## config.mk

```make
export PLATFORM = sky130hd
export DESIGN_NAME = lcs_common_driver
export DESIGN_NICKNAME = d
export VERILOG_FILES = /design/src/lcs_pkg.sv /design/src/lcs_sync.sv /design/src/lcs_timing_gen.sv /design/src/lcs_common_driver.sv
export SDC_FILE = /design/constraint.sdc
export NUM_CORES = 1
export LEC_CHECK = 0
export BUFFER_PORTS_ARGS = -buffer_cell sky130_fd_sc_hd__buf_4
export CAP_MARGIN = 20
export CORE_UTILIZATION = 59
export CTS_BUF_LIST = sky130_fd_sc_hd__clkbuf_8
export CTS_CLUSTER_DIAMETER = 40
export DETAILED_ROUTE_END_ITERATION = 7
export PLACE_DENSITY = 0.82
export SYNTH_ARGS = -nofsm -noshare
export SYNTH_HDL_FRONTEND = slang
export SYNTH_SLANG_ARGS = --single-unit
```

## constraint.sdc

```tcl
create_clock -name i_clock -period 3.25 [get_ports i_clock]
set_input_delay 0 -clock i_clock [delete_from_list [all_inputs] [get_ports i_clock]]
set_output_delay 0 -clock i_clock [all_outputs]
set_load 0.05 [all_outputs]
```

## src/lcs_pkg.sv

```systemverilog
/*
 Package for the common-row scan timing block: duty table, division
 constants and level encodings. Assumes a single 200 MHz clock domain.
*/
package lcs_pkg;
    localparam int unsigned CLOCK_MHZ = 200;
    localparam int unsigned ROWS = 20;
    localparam int unsigned DUTY_SEL_W = 3;
    localparam int unsigned ROW_CNT_W = 6;
    // Oscillator emulation: one oscillator tick every OSC_DIV clocks
    localparam int unsigned OSC_KHZ = 430;
    localparam int unsigned OSC_DIV = (CLOCK_MHZ * 1000) / OSC_KHZ;
    localparam int unsigned OSC_CNT_W = 10;
    // Oscillator ticks per row period
    localparam logic [7:0] ROW_TICKS = 8'h40;
    // Drive level codes on each common output
    localparam logic [1:0] LVL_SEL_A = 2'h0;
    localparam logic [1:0] LVL_SEL_B = 2'h1;
    localparam logic [1:0] LVL_NSEL_A = 2'h2;
    localparam logic [1:0] LVL_NSEL_B = 2'h3;
    // Select code to rows per frame; codes 4 to 7 all give 32 rows
    typedef logic [ROW_CNT_W-1:0] lcs_rows_t;
    localparam lcs_rows_t DUTY_TABLE [8] = '{
        6'h08, 6'h0C, 6'h10, 6'h18, 6'h20, 6'h20, 6'h20, 6'h20
    };
endpackage

```

## src/lcs_sync.sv

```systemverilog
/*
 Two-flop synchroniser for pin inputs.
 Assumes inputs are asynchronous to i_clock.
*/
`timescale 1ns/1ps
`default_nettype none
module lcs_sync (
    input wire logic i_clock,
    input wire logic i_reset_n,
    input wire logic i_async,
    output logic o_sync
);
    logic stage1;
    logic stage2;
    always_ff @(posedge i_clock or negedge i_reset_n) begin
        if (!i_reset_n) begin
            stage1 <= 1'b0;
            stage2 <= 1'b0;
        end else begin
            stage1 <= i_async;
            stage2 <= stage1;
        end
    end
    assign o_sync = stage2;
endmodule // lcs_sync
`default_nettype wire

```

## src/lcs_timing_gen.sv

```systemverilog
/*
 Timing generator: divides oscillator ticks into the column clocks,
 row shift strobe, AC phase and frame marker. Held idle when disabled.
*/
`timescale 1ns/1ps
`default_nettype none
module lcs_timing_gen
    import lcs_pkg::*;
(
    input wire logic i_clock,
    input wire logic i_reset_n,
    input wire logic i_enable,
    input wire logic i_osc_tick,
    input wire logic [lcs_pkg::ROW_CNT_W-1:0] i_rows,
    output logic o_phase_1,
    output logic o_phase_2,
    output logic o_strobe,
    output logic o_ac_phase,
    output logic o_frame
);
    import lcs_pkg::*;
    logic [7:0] tick_cnt;
    logic [ROW_CNT_W-1:0] row_cnt;
    logic phase;
    logic next_phase;
    logic [7:0] next_tick_cnt;
    logic [ROW_CNT_W-1:0] next_row_cnt;
    logic next_strobe;
    logic next_ac;
    logic next_frame;

    always_comb begin
        next_phase = phase;
        next_tick_cnt = tick_cnt;
        next_row_cnt = row_cnt;
        next_strobe = o_strobe;
        next_ac = o_ac_phase;
        next_frame = o_frame;
        if (!i_enable) begin
            // Slave mode: generator frozen at idle
            next_phase = 1'b0;
            next_tick_cnt = 8'h00;
            next_row_cnt = '0;
            next_strobe = 1'b0;
            next_frame = 1'b0;
        end else if (i_osc_tick) begin
            next_phase = ~phase;
            next_tick_cnt = tick_cnt + 8'h01;
            // Strobe high for the first half of each row period
            next_strobe = (next_tick_cnt < (ROW_TICKS >> 1));
            if (next_tick_cnt == ROW_TICKS) begin
                next_tick_cnt = 8'h00;
                next_strobe = 1'b1;
                if (row_cnt + 6'h01 >= i_rows) begin
                    next_row_cnt = '0;
                    next_frame = 1'b1;
                    next_ac = ~o_ac_phase;
                end else begin
                    next_row_cnt = row_cnt + 6'h01;
                    next_frame = 1'b0;
                end
            end
        end
    end

    always_ff @(posedge i_clock or negedge i_reset_n) begin
        if (!i_reset_n) begin
            phase <= 1'b0;
            tick_cnt <= 8'h00;
            row_cnt <= '0;
            o_strobe <= 1'b0;
            o_ac_phase <= 1'b0;
            o_frame <= 1'b0;
        end else begin
            phase <= next_phase;
            tick_cnt <= next_tick_cnt;
            row_cnt <= next_row_cnt;
            o_strobe <= next_strobe;
            o_ac_phase <= next_ac;
            o_frame <= next_frame;
        end
    end
    assign o_phase_1 = phase;
    assign o_phase_2 = ~phase & i_enable;
endmodule // lcs_timing_gen
`default_nettype wire

```

## src/lcs_common_driver.sv

```systemverilog
/*
 Top of the common-row driver: master/slave pin direction, 20-bit scan
 register and level select per output. Assumes pins are resolved by the
 surroundings from the output enables.
*/
`timescale 1ns/1ps
`default_nettype none
module lcs_common_driver
    import lcs_pkg::*;
(
    input wire logic i_clock,
    input wire logic i_reset_n,
    input wire logic i_master_mode,
    input wire logic i_shift_way_pick,
    input wire logic i_frequency_select,
    input wire logic i_duty_pick_1,
    input wire logic i_duty_pick_2,
    input wire logic i_duty_pick_3,
    input wire logic i_left_shift_port,
    output logic o_left_shift_port,
    output logic o_left_shift_port_oe,
    input wire logic i_right_shift_port,
    output logic o_right_shift_port,
    output logic o_right_shift_port_oe,
    input wire logic i_ac_phase,
    output logic o_ac_phase,
    output logic o_ac_phase_oe,
    input wire logic i_row_shift_strobe,
    output logic o_row_shift_strobe,
    output logic o_row_shift_strobe_oe,
    output logic o_frame_start_pulse,
    output logic o_phase_1,
    output logic o_phase_2,
    output logic [2*lcs_pkg::ROWS-1:0] o_common_outputs
);
    import lcs_pkg::*;

    // ==========================================================
    // Pin synchronisers
    // ==========================================================
    logic mode_s;
    logic way_s;
    logic freq_s;
    logic [2:0] duty_s;
    logic left_s;
    logic right_s;
    logic ac_s;
    logic strobe_s;
    logic [9:0] raw_in;
    logic [9:0] syn_in;
    assign raw_in = {i_master_mode, i_shift_way_pick, i_frequency_select,
                     i_duty_pick_3, i_duty_pick_2, i_duty_pick_1,
                     i_left_shift_port, i_right_shift_port,
                     i_ac_phase, i_row_shift_strobe};
    genvar gi;
    generate
        for (gi = 0; gi < 10; gi++) begin : g_sync
            lcs_sync u_sync (
                .i_clock(i_clock),
                .i_reset_n(i_reset_n),
                .i_async(raw_in[gi]),
                .o_sync(syn_in[gi])
            );
        end
    endgenerate
    assign {mode_s, way_s, freq_s, duty_s, left_s, right_s, ac_s,
            strobe_s} = syn_in;

    // ==========================================================
    // Oscillator emulation and timing generator
    // ==========================================================
    logic [OSC_CNT_W-1:0] osc_cnt;
    logic [OSC_CNT_W-1:0] next_osc_cnt;
    logic osc_tick;
    logic next_osc_tick;
    logic [ROW_CNT_W-1:0] rows_sel;
    logic gen_p1;
    logic gen_p2;
    logic gen_strobe;
    logic gen_ac;
    logic gen_frame;

    // Frequency select kept for pin compatibility; the emulated
    // oscillator has a single rate.
    logic unused_freq;
    assign unused_freq = freq_s;

    always_comb begin
        next_osc_cnt = osc_cnt;
        next_osc_tick = 1'b0;
        // oscillator runs in master mode only
        if (mode_s) begin
            if (osc_cnt == OSC_CNT_W'(OSC_DIV - 1)) begin
                next_osc_cnt = '0;
                next_osc_tick = 1'b1;
            end else begin
                next_osc_cnt = osc_cnt + 1'b1;
            end
        end else begin
            next_osc_cnt = '0;
        end
    end

    always_ff @(posedge i_clock or negedge i_reset_n) begin
        if (!i_reset_n) begin
            osc_cnt <= '0;
            osc_tick <= 1'b0;
        end else begin
            osc_cnt <= next_osc_cnt;
            osc_tick <= next_osc_tick;
        end
    end

    // duty only matters in master mode
    assign rows_sel = DUTY_TABLE[duty_s];

    // generator held idle in slave mode
    lcs_timing_gen u_gen (
        .i_clock(i_clock),
        .i_reset_n(i_reset_n),
        .i_enable(mode_s),
        .i_osc_tick(osc_tick),
        .i_rows(rows_sel),
        .o_phase_1(gen_p1),
        .o_phase_2(gen_p2),
        .o_strobe(gen_strobe),
        .o_ac_phase(gen_ac),
        .o_frame(gen_frame)
    );

    // ==========================================================
    // Scan register
    // ==========================================================
    logic [ROWS-1:0] scan;
    logic [ROWS-1:0] next_scan;
    logic strobe_eff;
    logic strobe_prev;
    logic ac_eff;
    logic frame_d;
    logic shift_in;

    // slave takes strobe and phase from pins
    assign strobe_eff = mode_s ? gen_strobe : strobe_s;
    assign ac_eff = mode_s ? gen_ac : ac_s;

    always_comb begin
        // In master mode the token enters on the frame marker
        shift_in = mode_s ? gen_frame : (way_s ? right_s : left_s);
        next_scan = scan;
        if (strobe_eff && !strobe_prev) begin
            if (way_s) begin
                next_scan = {shift_in, scan[ROWS-1:1]};
            end else begin
                next_scan = {scan[ROWS-2:0], shift_in};
            end
        end
    end

    always_ff @(posedge i_clock or negedge i_reset_n) begin
        if (!i_reset_n) begin
            scan <= '0;
            strobe_prev <= 1'b0;
            frame_d <= 1'b0;
        end else begin
            scan <= next_scan;
            strobe_prev <= strobe_eff;
            frame_d <= gen_frame;
        end
    end

    // ==========================================================
    // Level selection and pin drive
    // ==========================================================
    function automatic logic [1:0] pick_level(input logic bit_set,
                                              input logic ac);
        // set bit picks A or B by phase
        if (bit_set) begin
            pick_level = ac ? LVL_SEL_B : LVL_SEL_A;
        end else begin
            pick_level = ac ? LVL_NSEL_B : LVL_NSEL_A;
        end
    endfunction

    logic [2*ROWS-1:0] next_levels;
    always_comb begin
        next_levels = '0;
        for (int k = 0; k < ROWS; k++) begin
            next_levels[2*k +: 2] = pick_level(scan[k], ac_eff);
        end
    end

    always_ff @(posedge i_clock or negedge i_reset_n) begin
        if (!i_reset_n) begin
            o_common_outputs <= {ROWS{LVL_NSEL_A}};
            o_left_shift_port <= 1'b0;
            o_right_shift_port <= 1'b0;
            o_left_shift_port_oe <= 1'b0;
            o_right_shift_port_oe <= 1'b0;
            o_ac_phase <= 1'b0;
            o_ac_phase_oe <= 1'b0;
            o_row_shift_strobe <= 1'b0;
            o_row_shift_strobe_oe <= 1'b0;
            o_frame_start_pulse <= 1'b0;
            o_phase_1 <= 1'b0;
            o_phase_2 <= 1'b0;
        end else begin
            o_common_outputs <= next_levels;
            // master drives shift ports, phase, strobe
            o_ac_phase_oe <= mode_s;
            o_row_shift_strobe_oe <= mode_s;
            o_ac_phase <= gen_ac;
            o_row_shift_strobe <= gen_strobe;
            // slave drives only the non-input port
            o_left_shift_port_oe <= mode_s | way_s;
            o_right_shift_port_oe <= mode_s | ~way_s;
            // Carry-out is the bit leaving the far end
            o_left_shift_port <= way_s ? scan[0] : frame_d;
            o_right_shift_port <= way_s ? frame_d : scan[ROWS-1];
            o_frame_start_pulse <= gen_frame;
            o_phase_1 <= gen_p1;
            o_phase_2 <= gen_p2;
        end
    end
endmodule // lcs_common_driver
`default_nettype wire

```

Word level (Yosys, flattened, before mapping) --
Memory sizes are Yosys's and may differ from the RTL's. Cells that the tools add are included.
Storage, ports and cells: register bits after elaboration 118, memory bits (read-only) 48, input port bits 12, output and inout port bits 51, word-level logic and storage cells 112, memories kept 1
Memory list:
- (name not given) | words 8, width 6, read ports 1, clocked after memory_dff 0, write ports 0, line lcs_common_driver.sv:115 | assign rows_sel = DUTY_TABLE[duty_s];
Operators by class: add/subtract/negate cells 3, order comparisons 3, equality and inequality tests 4, muxes and demuxes 51, bitwise gates (word level) 7, reduce and logical (&&, ||, !) cells 4
Operators with widths (count):
- $mux 2 | 20
- $mux 6 | 6
- $mux 8 | 3
- $mux 10 | 2
- $mux 20 | 1
- $mux 1 | 19
- $add 10x1->10 const B | 1
- $eq 10x9->1 const B | 1
- $add 8x1->8 const B | 1
- $eq 8x7->1 const B | 1
- $lt 8x6->1 const B | 1
- $add 6x1->6 const B | 1
- $ge 6x6->1 | 1
- $ge 4x4->1 const B | 1
- $not 3->4 | 1
- $reduce_and 4->1 | 1
- $not 1->1 | 3
- $ne 2x1->1 const B | 1
- $ne 2x2->1 const B | 1
- $or 1x1->1 | 2
- $reduce_and 2->1 | 1
- $and 1x1->1 | 1
- $logic_and 1x1->1 | 1
- $logic_not 1->1 | 1

Logic depth before layout (Yosys ltp) --
Gate-level depths: netlist (run 1).
depth after elaboration 9, gate-level depth with buffers 10, mapped depth without buffers 8

Cells and area by module --
From an unflattened synthesis (run 1), not the netlist that was laid out.
Unflattened totals: cells, all modules 386, area, all modules 4305.4 um2
By module, submodules not included:
- lcs_common_driver | instances 1, cells each 236, area an instance 2626.3 um2, sequential area each 1601.5 um2
- lcs_timing_gen | instances 1, cells each 132, area an instance 1228.7 um2, sequential area each 450.4 um2
- lcs_sync | instances 9, cells each 2, area an instance 50.0 um2, sequential area each 50.0 um2

Worst setup path after synthesis (run 1) --
Ideal clock, no wire load.
kind register to register, start reg u_gen.row_cnt[2], end reg u_gen.o_ac_phase, library setup time 0.123 ns, arrival time 2.236 ns, data required time 3.127 ns, setup slack 0.891 ns, cell stages (with the launch flop) 11, path buffers 2, path through dfrtp_1 -> clkbuf_1 -> and3_1 -> nand3_1 -> xnor2_1 -> ha_1 -> nand2_1 -> o21a_1 -> clkbuf_1 -> or4_4 -> xnor2_2
On the way: longest elaborated chain between the ends 3
Ends and longest elaborated chain:
- from (decl) | line lcs_timing_gen.sv:23 | logic [ROW_CNT_W-1:0] row_cnt;
- from (signal assigned) | line lcs_timing_gen.sv:77 | row_cnt <= next_row_cnt;
- $add 6x1->6 | line lcs_timing_gen.sv:54 | if (row_cnt + 6'h01 >= i_rows) begin
- $ge 6x6->1 | line lcs_timing_gen.sv:54
- $reduce_and 4->1 (no source line)
- to (signal assigned) | line lcs_timing_gen.sv:79 | o_ac_phase <= next_ac;
- to (decl) | line lcs_timing_gen.sv:18 | output logic o_ac_phase,
Every way passes these cells. A chain may end at the register's enable or synchronous reset.

Worst setup path in the final report (run 1) --
start reg u_gen.row_cnt[0], end reg u_gen.o_ac_phase
The elaborated chain is that of the path after synthesis.

==> results of run 1 <==
[layout by cell type (no fill, tap or decap), types with 3 or more instances in the layout]
master / count
and3_1: 4
o21ai_0: 12
o211ai_1: 4
inv_1: 26
nand2_1: 17
dlygate4sd3_1: 10
dfstp_2: 20
clkbuf_8: 10
a21oi_1: 30
nand4_1: 7
o21a_1: 5
dfrtp_1: 79
buf_4: 64
nand4b_1: 3
nor2_1: 35
mux2i_1: 21
nand3_1: 12
ha_1: 9
xor2_1: 7
xnor2_1: 8
o21ai_1: 4
or3_1: 5
[stage by stage]
| stage | setup slack (ns) | std cells | instance area [µm²] |
|---|---|---|---|
| final | 0.843 | 520 | 4920 |
| after global routing | 0.735 | 520 | 4920 |
| after CTS | 0.852 | 518 | 4860 |
| after detailed placement | 0.862 | 492 | 4550 |
| after global placement | 0.911 | 492 | 4550 |
| after floorplan | 0.891 | 366 | 4160 |
[Yosys cell counts (all sizes together) (3+ instances only)]
cell,instances,area [µm²]
buf,25,181
or3,5,31.3
xor2,7,61.3
nand2,17,63.8
nand3,12,60.1
nand4,8,56.3
nand4b,3,26.3
nor2,36,135
o211ai,4,30.0
xnor2,9,86.3
mux2i,21,210
ha,9,113
and3,4,25.0
o21a,5,37.5
inv,26,97.6
dfrtp,79,1980
o21ai,16,80.1
a21oi,31,159
clkbuf,9,33.8
dfstp,20,526
[layout make-up]
class | instances | area [µm²]
clock buffer | 10 | 138
inverter | 27 | 101
fill | 467 | 1880
timing repair buffer | 76 | 636
multi-input combinational | 206 | 1340
sequential | 99 | 2500
clock inverter | 6 | 78.8
tap | 96 | 120
[worst paths after layout]
kind	start	endpoint	slack, ns	cells after the start
max	u_gen.row_cnt[0]$_DFFE_PN0P_	u_gen.o_ac_phase$_DFFE_PN0P_	0.84	8
min	i_reset_n	u_gen.o_phase_1$_DFFE_PN0P_	0.02	2
max reg2reg	u_gen.row_cnt[0]$_DFFE_PN0P_	u_gen.o_ac_phase$_DFFE_PN0P_	0.84	8
min reg2reg	g_sync[1].u_sync.stage1$_DFF_PN0_	g_sync[1].u_sync.o_sync$_DFF_PN0_	0.35	0
max in group asynchronous	i_reset_n	o_common_outputs[27]$_DFF_PN1_	2.38	4
min in group i_clock	i_right_shift_port	g_sync[2].u_sync.stage1$_DFF_PN0_	0.28	2
[logic make-up after synthesis]
family / share of synthesized area, %
AO/OA/AOI/OAI: 9.09
XOR/XNOR: 3.55
adder cells (fa/ha/maj): 2.71
buffers and inverters: 7.61
flip-flops: 60.2
multiplexers: 5.60
AND/OR/NAND/NOR: 11.3
[per-layer routing]
layer	up-vias	share of wire [%]	GRT usage, %
met5	-	0	0
met4	0	0.61	5.45
met3	4	3.7	5.77
met2	49	50	33.4
met1	1337	45	25.7
li1	1325	-	-
[power by group through the flow]
stage               combinational [W]  clock (W)  sequential (W)
floorplan                    0.000223          0         0.00183
global placement             0.000668          0         0.00157
detailed placement           0.000684          0         0.00157
CTS                          0.000696   0.000847         0.00155
global route                 0.000749   0.000897         0.00157
finish                       0.000701   0.000818         0.00155
[flip-flops by register name, summed over array words and instances (netlist names)]
signal	count
u_gen.o_strobe	1
o_common_outputs	21
u_gen.o_frame	1
u_gen.o_ac_phase	1
o_row_shift_strobe_oe	1
o_left_shift_port_oe	1
u_gen.tick_cnt	8
u_gen.row_cnt	6
o_phase_1	1
o_row_shift_strobe	1
osc_cnt	10
o_frame_start_pulse	1
osc_tick	1
o_ac_phase	1
o_right_shift_port_oe	1
g_sync.u_sync.stage1	9
o_left_shift_port	1
g_sync.u_sync.o_sync	9
scan	20
o_phase_2	1
u_gen.o_phase_1	1
o_right_shift_port	1
strobe_prev	1
==> flow_summary.yaml, run 1 <==
layout:
  n_antenna_cell: 0
  area_delta_synth_final_pct: 18.3
  final_layout_size_suffix_gt1_share_pct: 26.4
  fin_nets: 440
  finish.utilization_pct: 72.4
power:
  clkPwrFrac_pct: 26.7
  p_leak_nw: 2.37
  fin_total_pwr_w: 0.00307
  p_int_w: 0.00205
  seqPwrFrac_pct: 50.5
  power_density_mw_per_mm2: 624
  ir_drop_mv: 0.504
  combPwrFrac_pct: 22.8
  p_switching_w: 0.00102
  p_sw_share_pct: 33.1
synthesis:
  ys_warn_count: 0
  ys_async_sr_fraction_pct: 100
  avgSynthCellArea_um2: 11.4
  synth_nets: 387
  synth-seq-cells: 99
  synth_cell_type_count: 43
  syn_area_mm2: 0.00416
  synth_cells: 366
  synth_edf_count: 0
  ys_seq_area_share_pct: 60.2
  synth_ff_type: "dfrtp_1"
clock_network:
  clkLatencyLatePin_ns: 0.36
  clkTransAtPathRegs_ns: 0.09
  cts_htree_levels: 3
  cts_resized: 0
  clock_sinks: 99
  cts_tree: "built"
  cts_root_buffer: "clkbuf_8"
  clockBufferDepth: 2
  postCtsSetupBuffers: 0
  numCtsBuffers: 9
  postCtsHoldBufs: 10
critical_path:
  criticalPathCategory: "flop to flop"
  end_kind: "flop"
  slowest_stage: "or4_4"
  slowest_delay_ns: 0.57
  critical_path_buf_inv_count: 0
  worstPathCellList: "ha_1 > xnor2_1 > ha_1 > a21bo_1 > a21oi_1 > o21a_1 > or4_4 > xnor2_2"
  cp_data_required_time_ns: 3.49
  cp_max_fo: 9
  start_kind: "flop"
  cpLargestDelayFamily: "simple AND/OR/NAND/NOR gates"
  cp_data_arrival_time_ns: 2.65
  cpMostUsedCell: "ha_1"
timing:
  setup_viol: 0
  fmax_mhz: 416
  fin_setup_tns_ns: 0
  worstMarginPinSlew_ns: 0.538
  period_minus_slack_ns: 2.41
  fin_crit_sh_pct: 74.1
  holdWs_ns: 0.0199
  slew_headroom_pct: 64.1
  slew_viol_final: 0
  hold_violations: 0
  grt_setup_unrepaired: "no"
  skew_ns: 0.0178
detailed_routing:
  drt_iter0_markers: 151
  finalWirelength_mm: 6.92
  via_count: 2715
  drt_pass1_iterations: 4
  vias_per_cell: 5.22
  routedWlPerCell_um: 13.3
  drc: 0
  drtAntennaViolNets: 0
global_route:
  grt_overflow: 0
  grt_start_max_net_pins: 91
  grt_usage_pct: 20.0
  grt_pass1_wl_mm: 11.5
  antenna_found_initial: 0
  grt_pass1_vias: 2499
die:
  core.rowCount: 30
  chipHeight_um: 85.9
  coreArea_mm2: 0.00679
  start_util_pct: 61.2
  die_w_um: 85.9
  ios: 63
  dieArea_mm2: 0.00739
job:
  maxCapViolations: 0
placement:
  io_buffers: 61
  gp_congestion: 0.841
  place_hpwl_mm: 4.46
run_status:
  run_status: "finished, final reports clean"
worst_hold_path:
  hold_class: "input port to async pin"
(Power assumes the default switching activity.)
==> run 2, diff against run 1 <==
--- a/config.mk
+++ b/config.mk
@@ -5,13 +5,14 @@
 export SDC_FILE = /design/constraint.sdc
 export NUM_CORES = 1
 export LEC_CHECK = 0
+export ABC_AREA = 1
 export BUFFER_PORTS_ARGS = -buffer_cell sky130_fd_sc_hd__buf_4
 export CAP_MARGIN = 20
-export CORE_UTILIZATION = 59
+export CORE_UTILIZATION = 53
 export CTS_BUF_LIST = sky130_fd_sc_hd__clkbuf_8
 export CTS_CLUSTER_DIAMETER = 40
 export DETAILED_ROUTE_END_ITERATION = 7
-export PLACE_DENSITY = 0.82
+export PLACE_DENSITY = 0.78
 export SYNTH_ARGS = -nofsm -noshare
 export SYNTH_HDL_FRONTEND = slang
 export SYNTH_SLANG_ARGS = --single-unit
==> constraint.sdc (replaced) <==
create_clock -name i_clock -period 2.2 [get_ports i_clock]
set_input_delay 0 -clock i_clock [delete_from_list [all_inputs] [get_ports i_clock]]
set_output_delay 0 -clock i_clock [all_outputs]
set_load 0.05 [all_outputs]
==> flow_summary.yaml, run 2 <==
run_status:
  run_status: "complete, but fails checks"
  violations: "negative setup slack"
synthesis:
  synth_top_area_share_pct: 46.9
  ys_seq_area_share_pct: 59.4
  syn_area_mm2: 0.00422
  synth_ff_type: "dfrtp_1"
  synth_cell_type_count: 31
  synth_cells: 428
  synth_edf_count: 0
  yosysTopAreaCell: "dfrtp_1"
  synth_common_cells: "nand2_1, dfrtp_1, inv_1, nor2_1, o21ai_0"
  synth_top_cells_by_area: "dfrtp_1, dfstp_2, nand2_1"
  ys_warn_count: 0
  synth.most_common_cell: "nand2_1"
  ys_async_sr_fraction_pct: 100
  synth-seq-cells: 99
  synth_nets: 449
  avgSynthCellArea_um2: 9.85
clock_network:
  cts_root_buffer: "clkbuf_8"
  clockBufferDepth: 2
  numCtsBuffers: 9
  clock_sinks: 99
  cts_tree: "built"
  cts_htree_levels: 3
  clkTransAtPathRegs_ns: 0.10
  clkLatencyLatePin_ns: 0.36
global_route:
  grt_pass1_vias: 2719
  grt_pass1_wl_mm: 12.4
  grt_start_max_net_pins: 52
  grt_overflow: 0
  grt_usage_pct: 19.0
  antenna_found_initial: 0
timing:
  setup_viol: 1
  worstMarginPinSlew_ns: 0.603
  slew_viol_final: 0
  slew_headroom_pct: 59.8
  fin_ws_ns: -0.0226
  hold_violations: 0
  period_minus_slack_ns: 2.22
  skew_ns: 0.0104
  fmax_mhz: 450
  fin_crit_sh_pct: 101
layout:
  regMostFlops: "o_common_outputs"
  final_area_mm2: 0.00507
  reg_top3: "o_common_outputs x21, scan x20, osc_cnt x10"
  fin_cells: 598
  area_delta_synth_final_pct: 20.4
  n_antenna_cell: 0
  fin_nets: 512
  final.fill_count: 576
  final_layout_size_suffix_gt1_share_pct: 28.0
  largest_reg_flops: 21
  final_cell_mix: "nand2_1, dfrtp_1, buf_4"
  final_common_cell: "nand2_1"
placement:
  dp_cells: 565
  gp_congestion: 0.841
  io_buffers: 61
  dpl_cell_area_mm2: 0.00466
  place_hpwl_mm: 4.92
die:
  core.rowCount: 32
  coreArea_mm2: 0.00773
  start_util_pct: 54.5
  chipHeight_um: 91.2
  die_w_um: 91.2
  ios: 63
  dieArea_mm2: 0.00831
detailed_routing:
  finalWirelength_mm: 7.38
  drc: 0
  drt_iter0_markers: 131
  via_count: 2997
  routedWlPerCell_um: 12.3
  vias_per_cell: 5.01
  drt_pass1_iterations: 5
  drtAntennaViolNets: 0
critical_path:
  criticalPathCategory: "flop to flop"
  worstPathCellList: "nand3_2 > buf_4 > xor2_1 > inv_1 > ha_1 > inv_1 > nor2_1 > o21ai_1 > nand3_4 > nor3_1 > nand2_1 > nand2_1"
  start_kind: "flop"
  cp_max_fo: 8
  end_kind: "flop"
  slowest_stage: "dfrtp_1"
  cp_data_arrival_time_ns: 2.52
  slowest_delay_ns: 0.43
  cp_data_required_time_ns: 2.50
worst_hold_path:
  hold_class: "input port to async pin"
power:
  p_leak_nw: 2.45
  ir_drop_mv: 0.433
  power_density_mw_per_mm2: 841
job:
  maxCapViolations: 0
==> run 2: changes by cell type in the layout (fill, tap and decap cells not counted), moves of 9 or more <==
cell	delta
nor2_1	-10
nand3_1	+9
o211ai_1	+14
o21ai_0	+11
nand2_1	+79
a21oi_1	-27
mux2i_1	-21
inv_1	+17
==> run 2: final cells by class <==
| class | instances | area, µm² | area share [%] |
|---|---|---|---|
| Timing Repair Buffer | 84 | 681 | 13.4 |
| Multi-Input combinational cell | 249 | 1370 | 27.0 |
| Sequential cell | 99 | 2500 | 49.3 |
| Clock buffer | 9 | 124 | 2.44 |
| Tap cell | 102 | 128 | 2.52 |
| Clock inverter | 7 | 91.3 | 1.80 |
| Inverter | 48 | 180 | 3.55 |
==> run 2: worst max-delay path, delay by kind of cell (launching register included) <==
kind                       cells  cell delay [ns]
AOI/OAI and AO/OA              1             0.19
xor gates and xnor gates       1             0.26
adders and majority gates      1             0.32
buffers and inverters          3             0.29
DFF                            1             0.43
and+or+nand+nor                6             0.68
==> run 2: power breakdown <==
part	internal (W)	switching, W
Clock	0.000555	0.000675
Sequential	0.00206	0.0000939
Combinational	0.000252	0.000624
Total	0.00287	0.00139
==> run 2: per-stage QoR <==
step	total power (W)	worst slack (ns)	utilization (%)	TNS [ns]	hold WS (ns)
final	0.00426	-0.0226	65.7	-0.0226	0.192
after detailed placement	0.00304	0.0307	60.3	0	0.0569
after global routing	0.00445	-0.141	65.7	-0.420	0.232
after floorplan	0.00279	0.268	-	0	-0.296
after CTS	0.00429	0.0159	64.4	0	0.201
after global placement	0.00302	0.112	60.3	0	0.0549
==> run 2: timing repair <==
| action | CTS | global route |
|---|---|---|
| endpoints found under the setup margin | 0 | 8 |
| endpoints found under the hold margin | 49 | 0 |
| buffers inserted | 0 | 7 |
| hold buffers | 10 | 0 |
| gates resized for setup | 0 | 10 |
==> run 2: worst paths after layout <==
| check | startpoint | end | slack, ns | cells after the start |
|---|---|---|---|---|
| worst min-delay path | i_reset_n | scan[14]$_DFFE_PN0P_ | 0.19 | 2 |
| worst max-delay path | u_gen.row_cnt[2]$_DFFE_PN0P_ | u_gen.row_cnt[4]$_DFFE_PN0P_ | -0.02 | 12 |
| worst min register to register | g_sync[9].u_sync.stage1$_DFF_PN0_ | g_sync[9].u_sync.o_sync$_DFF_PN0_ | 0.36 | 0 |
| min in group i_clock | i_duty_pick_2 | g_sync[5].u_sync.stage1$_DFF_PN0_ | 0.28 | 2 |
| max in group asynchronous | i_reset_n | o_common_outputs[3]$_DFF_PN1_ | 1.29 | 3 |
| worst max register to register | u_gen.row_cnt[2]$_DFFE_PN0P_ | u_gen.row_cnt[4]$_DFFE_PN0P_ | -0.02 | 12 |
==> run 2: metal layers <==
layer	share of wire (%)	routed length (µm)	GRT usage, %	up-vias
met5	0	0	0	-
met4	1.6	121	7.80	0
met3	4.2	310	3.52	12
met2	48	3570	30.4	89
met1	46	3380	25.7	1415
li1	-	-	-	1481
==> run 2: cell families after synthesis <==
kind of cell,after synthesis,synth area share [%]
AO/OA/AOI/OAI,57,8.10
XOR/XNOR,8,1.66
adder cells (fa/ha/maj),9,2.67
buffers and inverters,80,9.29
flip-flops,99,59.4
AND/OR/NAND/NOR,175,18.9
==> run 3, diff against run 2 <==
--- a/config.mk
+++ b/config.mk
@@ -13,6 +13,7 @@
 export CTS_CLUSTER_DIAMETER = 40
 export DETAILED_ROUTE_END_ITERATION = 7
 export PLACE_DENSITY = 0.78
+export SETUP_SLACK_MARGIN = 0.4
 export SYNTH_ARGS = -nofsm -noshare
 export SYNTH_HDL_FRONTEND = slang
 export SYNTH_SLANG_ARGS = --single-unit
==> flow_summary.yaml, run 3 (same netlist as run 2, synthesis figures left out) <==
run_status:
  run_status: "finished, final reports clean"
layout:
  fin_cells: 599
  n_antenna_cell: 0
  final_layout_size_suffix_gt1_share_pct: 29.8
  final_cell_mix: "nand2_1, dfrtp_1, buf_4"
  final.fill_count: 570
  fin_nets: 513
  area_delta_synth_final_pct: 21.5
  final_common_cell: "nand2_1"
  reg_top3: "o_common_outputs x21, scan x20, osc_cnt x10"
  largest_reg_flops: 21
  regMostFlops: "o_common_outputs"
critical_path:
  end_kind: "flop"
  cp_max_fo: 8
  reg2reg_slack_ns: 0.21
  cp_data_required_time_ns: 2.45
  r2r_start: "u_gen.row_cnt[1]$_DFFE_PN0P_"
  cp_data_arrival_time_ns: 2.25
  start_kind: "flop"
  reg2regPathDepth: 12
  criticalPathCategory: "flop to flop"
  r2r_end: "u_gen.o_ac_phase$_DFFE_PN0P_"
  worstPathCellList: "ha_2 > nand3_2 > xor2_2 > inv_2 > ha_4 > nand2_2 > inv_2 > nand4_1 > nand3_4 > nand4_1 > nand2_1 > nand2_1"
  slowest_stage: "dfrtp_1"
  slowest_delay_ns: 0.42
timing:
  slew_viol_final: 0
  period_minus_slack_ns: 1.99
  setup_viol: 0
  fin_crit_sh_pct: 90.6
  skew_ns: 0.0117
  fin_ws_ns: 0.207
  fin_setup_tns_ns: 0
  fmax_mhz: 502
  slew_headroom_pct: 59.1
  worstMarginPinSlew_ns: 0.613
  hold_violations: 0
  grt_setup_unrepaired: "yes"
global_route:
  grt_start_max_net_pins: 51
  grt_util_met1_pct: 25.4
  busiest_layer: "met2"
  grt.met2_usage_pct: 30.0
  grt_pass1_vias: 2753
  antenna_found_initial: 0
  grt_usage_pct: 18.9
  grt_pass1_wl_mm: 12.2
  grt_overflow: 0
  grt_use_met3_pct: 4.36
placement:
  dp_cells: 565
  gp_congestion: 0.818
  post-place-ws_ns: 0.189
  place_hpwl_mm: 4.79
  io_buffers: 61
clock_network:
  cts_tree: "built"
  clkLatencyLatePin_ns: 0.36
  clockBufferDepth: 2
  numCtsBuffers: 9
  cts_root_buffer: "clkbuf_8"
  cts_htree_levels: 3
  clock_sinks: 99
  clkTransAtPathRegs_ns: 0.10
die:
  start_util_pct: 54.5
  core.rowCount: 32
  ios: 63
  die_w_um: 91.2
  dieArea_mm2: 0.00831
  coreArea_mm2: 0.00773
  chipHeight_um: 91.2
worst_hold_path:
  hold_class: "input port to async pin"
detailed_routing:
  drt_pass1_iterations: 5
  routedWlPerCell_um: 12.0
  drtAntennaViolNets: 0
  via_count: 3018
  drc: 0
  drt_iter0_markers: 174
  finalWirelength_mm: 7.18
  vias_per_cell: 5.04
power:
  power_density_mw_per_mm2: 830
  ir_drop_mv: 0.509
  p_leak_nw: 2.45
job:
  maxCapViolations: 0
-- run 3: layout make-up --
type | count | area, µm² | area share, %
tap | 102 | 128 | 2.49
clock buffer | 10 | 138 | 2.69
multi-input combinational | 249 | 1400 | 27.4
inverter | 48 | 180 | 3.52
clock inverter | 6 | 82.6 | 1.61
timing repair buffer | 85 | 688 | 13.4
sequential | 99 | 2500 | 48.9
-- run 3: where the power goes --
| part | switching [W] | total [W] | internal, W | leakage (nW) |
|---|---|---|---|---|
| clock | 0.000634 | 0.00121 | 0.000580 | 0.108 |
| combinational | 0.000624 | 0.000878 | 0.000253 | 1.11 |
| sequential | 0.0000959 | 0.00216 | 0.00206 | 1.22 |
| total | 0.00135 | 0.00425 | 0.00290 | 2.45 |
-- run 3: worst max-delay path by stage --
stage / start / to / cells after the start
6_report: u_gen.row_cnt[1]$_DFFE_PN0P_ / u_gen.o_ac_phase$_DFFE_PN0P_ / 12
5_1_grt: u_gen.row_cnt[1]$_DFFE_PN0P_ / u_gen.o_ac_phase$_DFFE_PN0P_ / 12
4_1_cts: u_gen.row_cnt[0]$_DFFE_PN0P_ / u_gen.o_ac_phase$_DFFE_PN0P_ / 13
3_5_place_dp: u_gen.row_cnt[0]$_DFFE_PN0P_ / u_gen.o_ac_phase$_DFFE_PN0P_ / 13
3_3_place_gp: u_gen.row_cnt[0]$_DFFE_PN0P_ / u_gen.row_cnt[4]$_DFFE_PN0P_ / 12
2_1_floorplan: u_gen.row_cnt[0]$_DFFE_PN0P_ / u_gen.row_cnt[4]$_DFFE_PN0P_ / 12
-- run 3: what timing repair did --
item,in CTS,in global routing
resized for setup,3,11
pin swaps,7,6
buffers inserted,6,2
setup endpoints to repair,8,11
endpoints found under the hold margin,51,0
hold buffers,10,0
-- run 3: routing by layer --
layer	share of wire, %	vias to the layer above
met1	45	1430
li1	-	1486
met2	50	98
met4	0.39	0
met5	0	-
met3	4.7	4
-- run 3: metrics by stage --
step / hold WS (ns) / power [W] / area (µm²) / utilization (%)
2_1_floorplan: -0.296 / 0.00279 / 4230 / -
4_1_cts: 0.186 / 0.00431 / 5070 / 65.6
3_3_place_gp: 0.0620 / 0.00302 / 4680 / 60.5
3_5_place_dp: 0.0654 / 0.00305 / 4680 / 60.5
6_report: 0.191 / 0.00425 / 5120 / 66.3
5_1_grt: 0.231 / 0.00446 / 5120 / 66.3
-- run 3: critical path, delay by kind of cell (launching register included) --
kind	cells	cell delay, ns
AND/OR/NAND/NOR	7	0.64
adder cells (fa/ha/maj)	2	0.48
flip-flops	1	0.42
XOR/XNOR	1	0.22
buffers and inverters	2	0.12
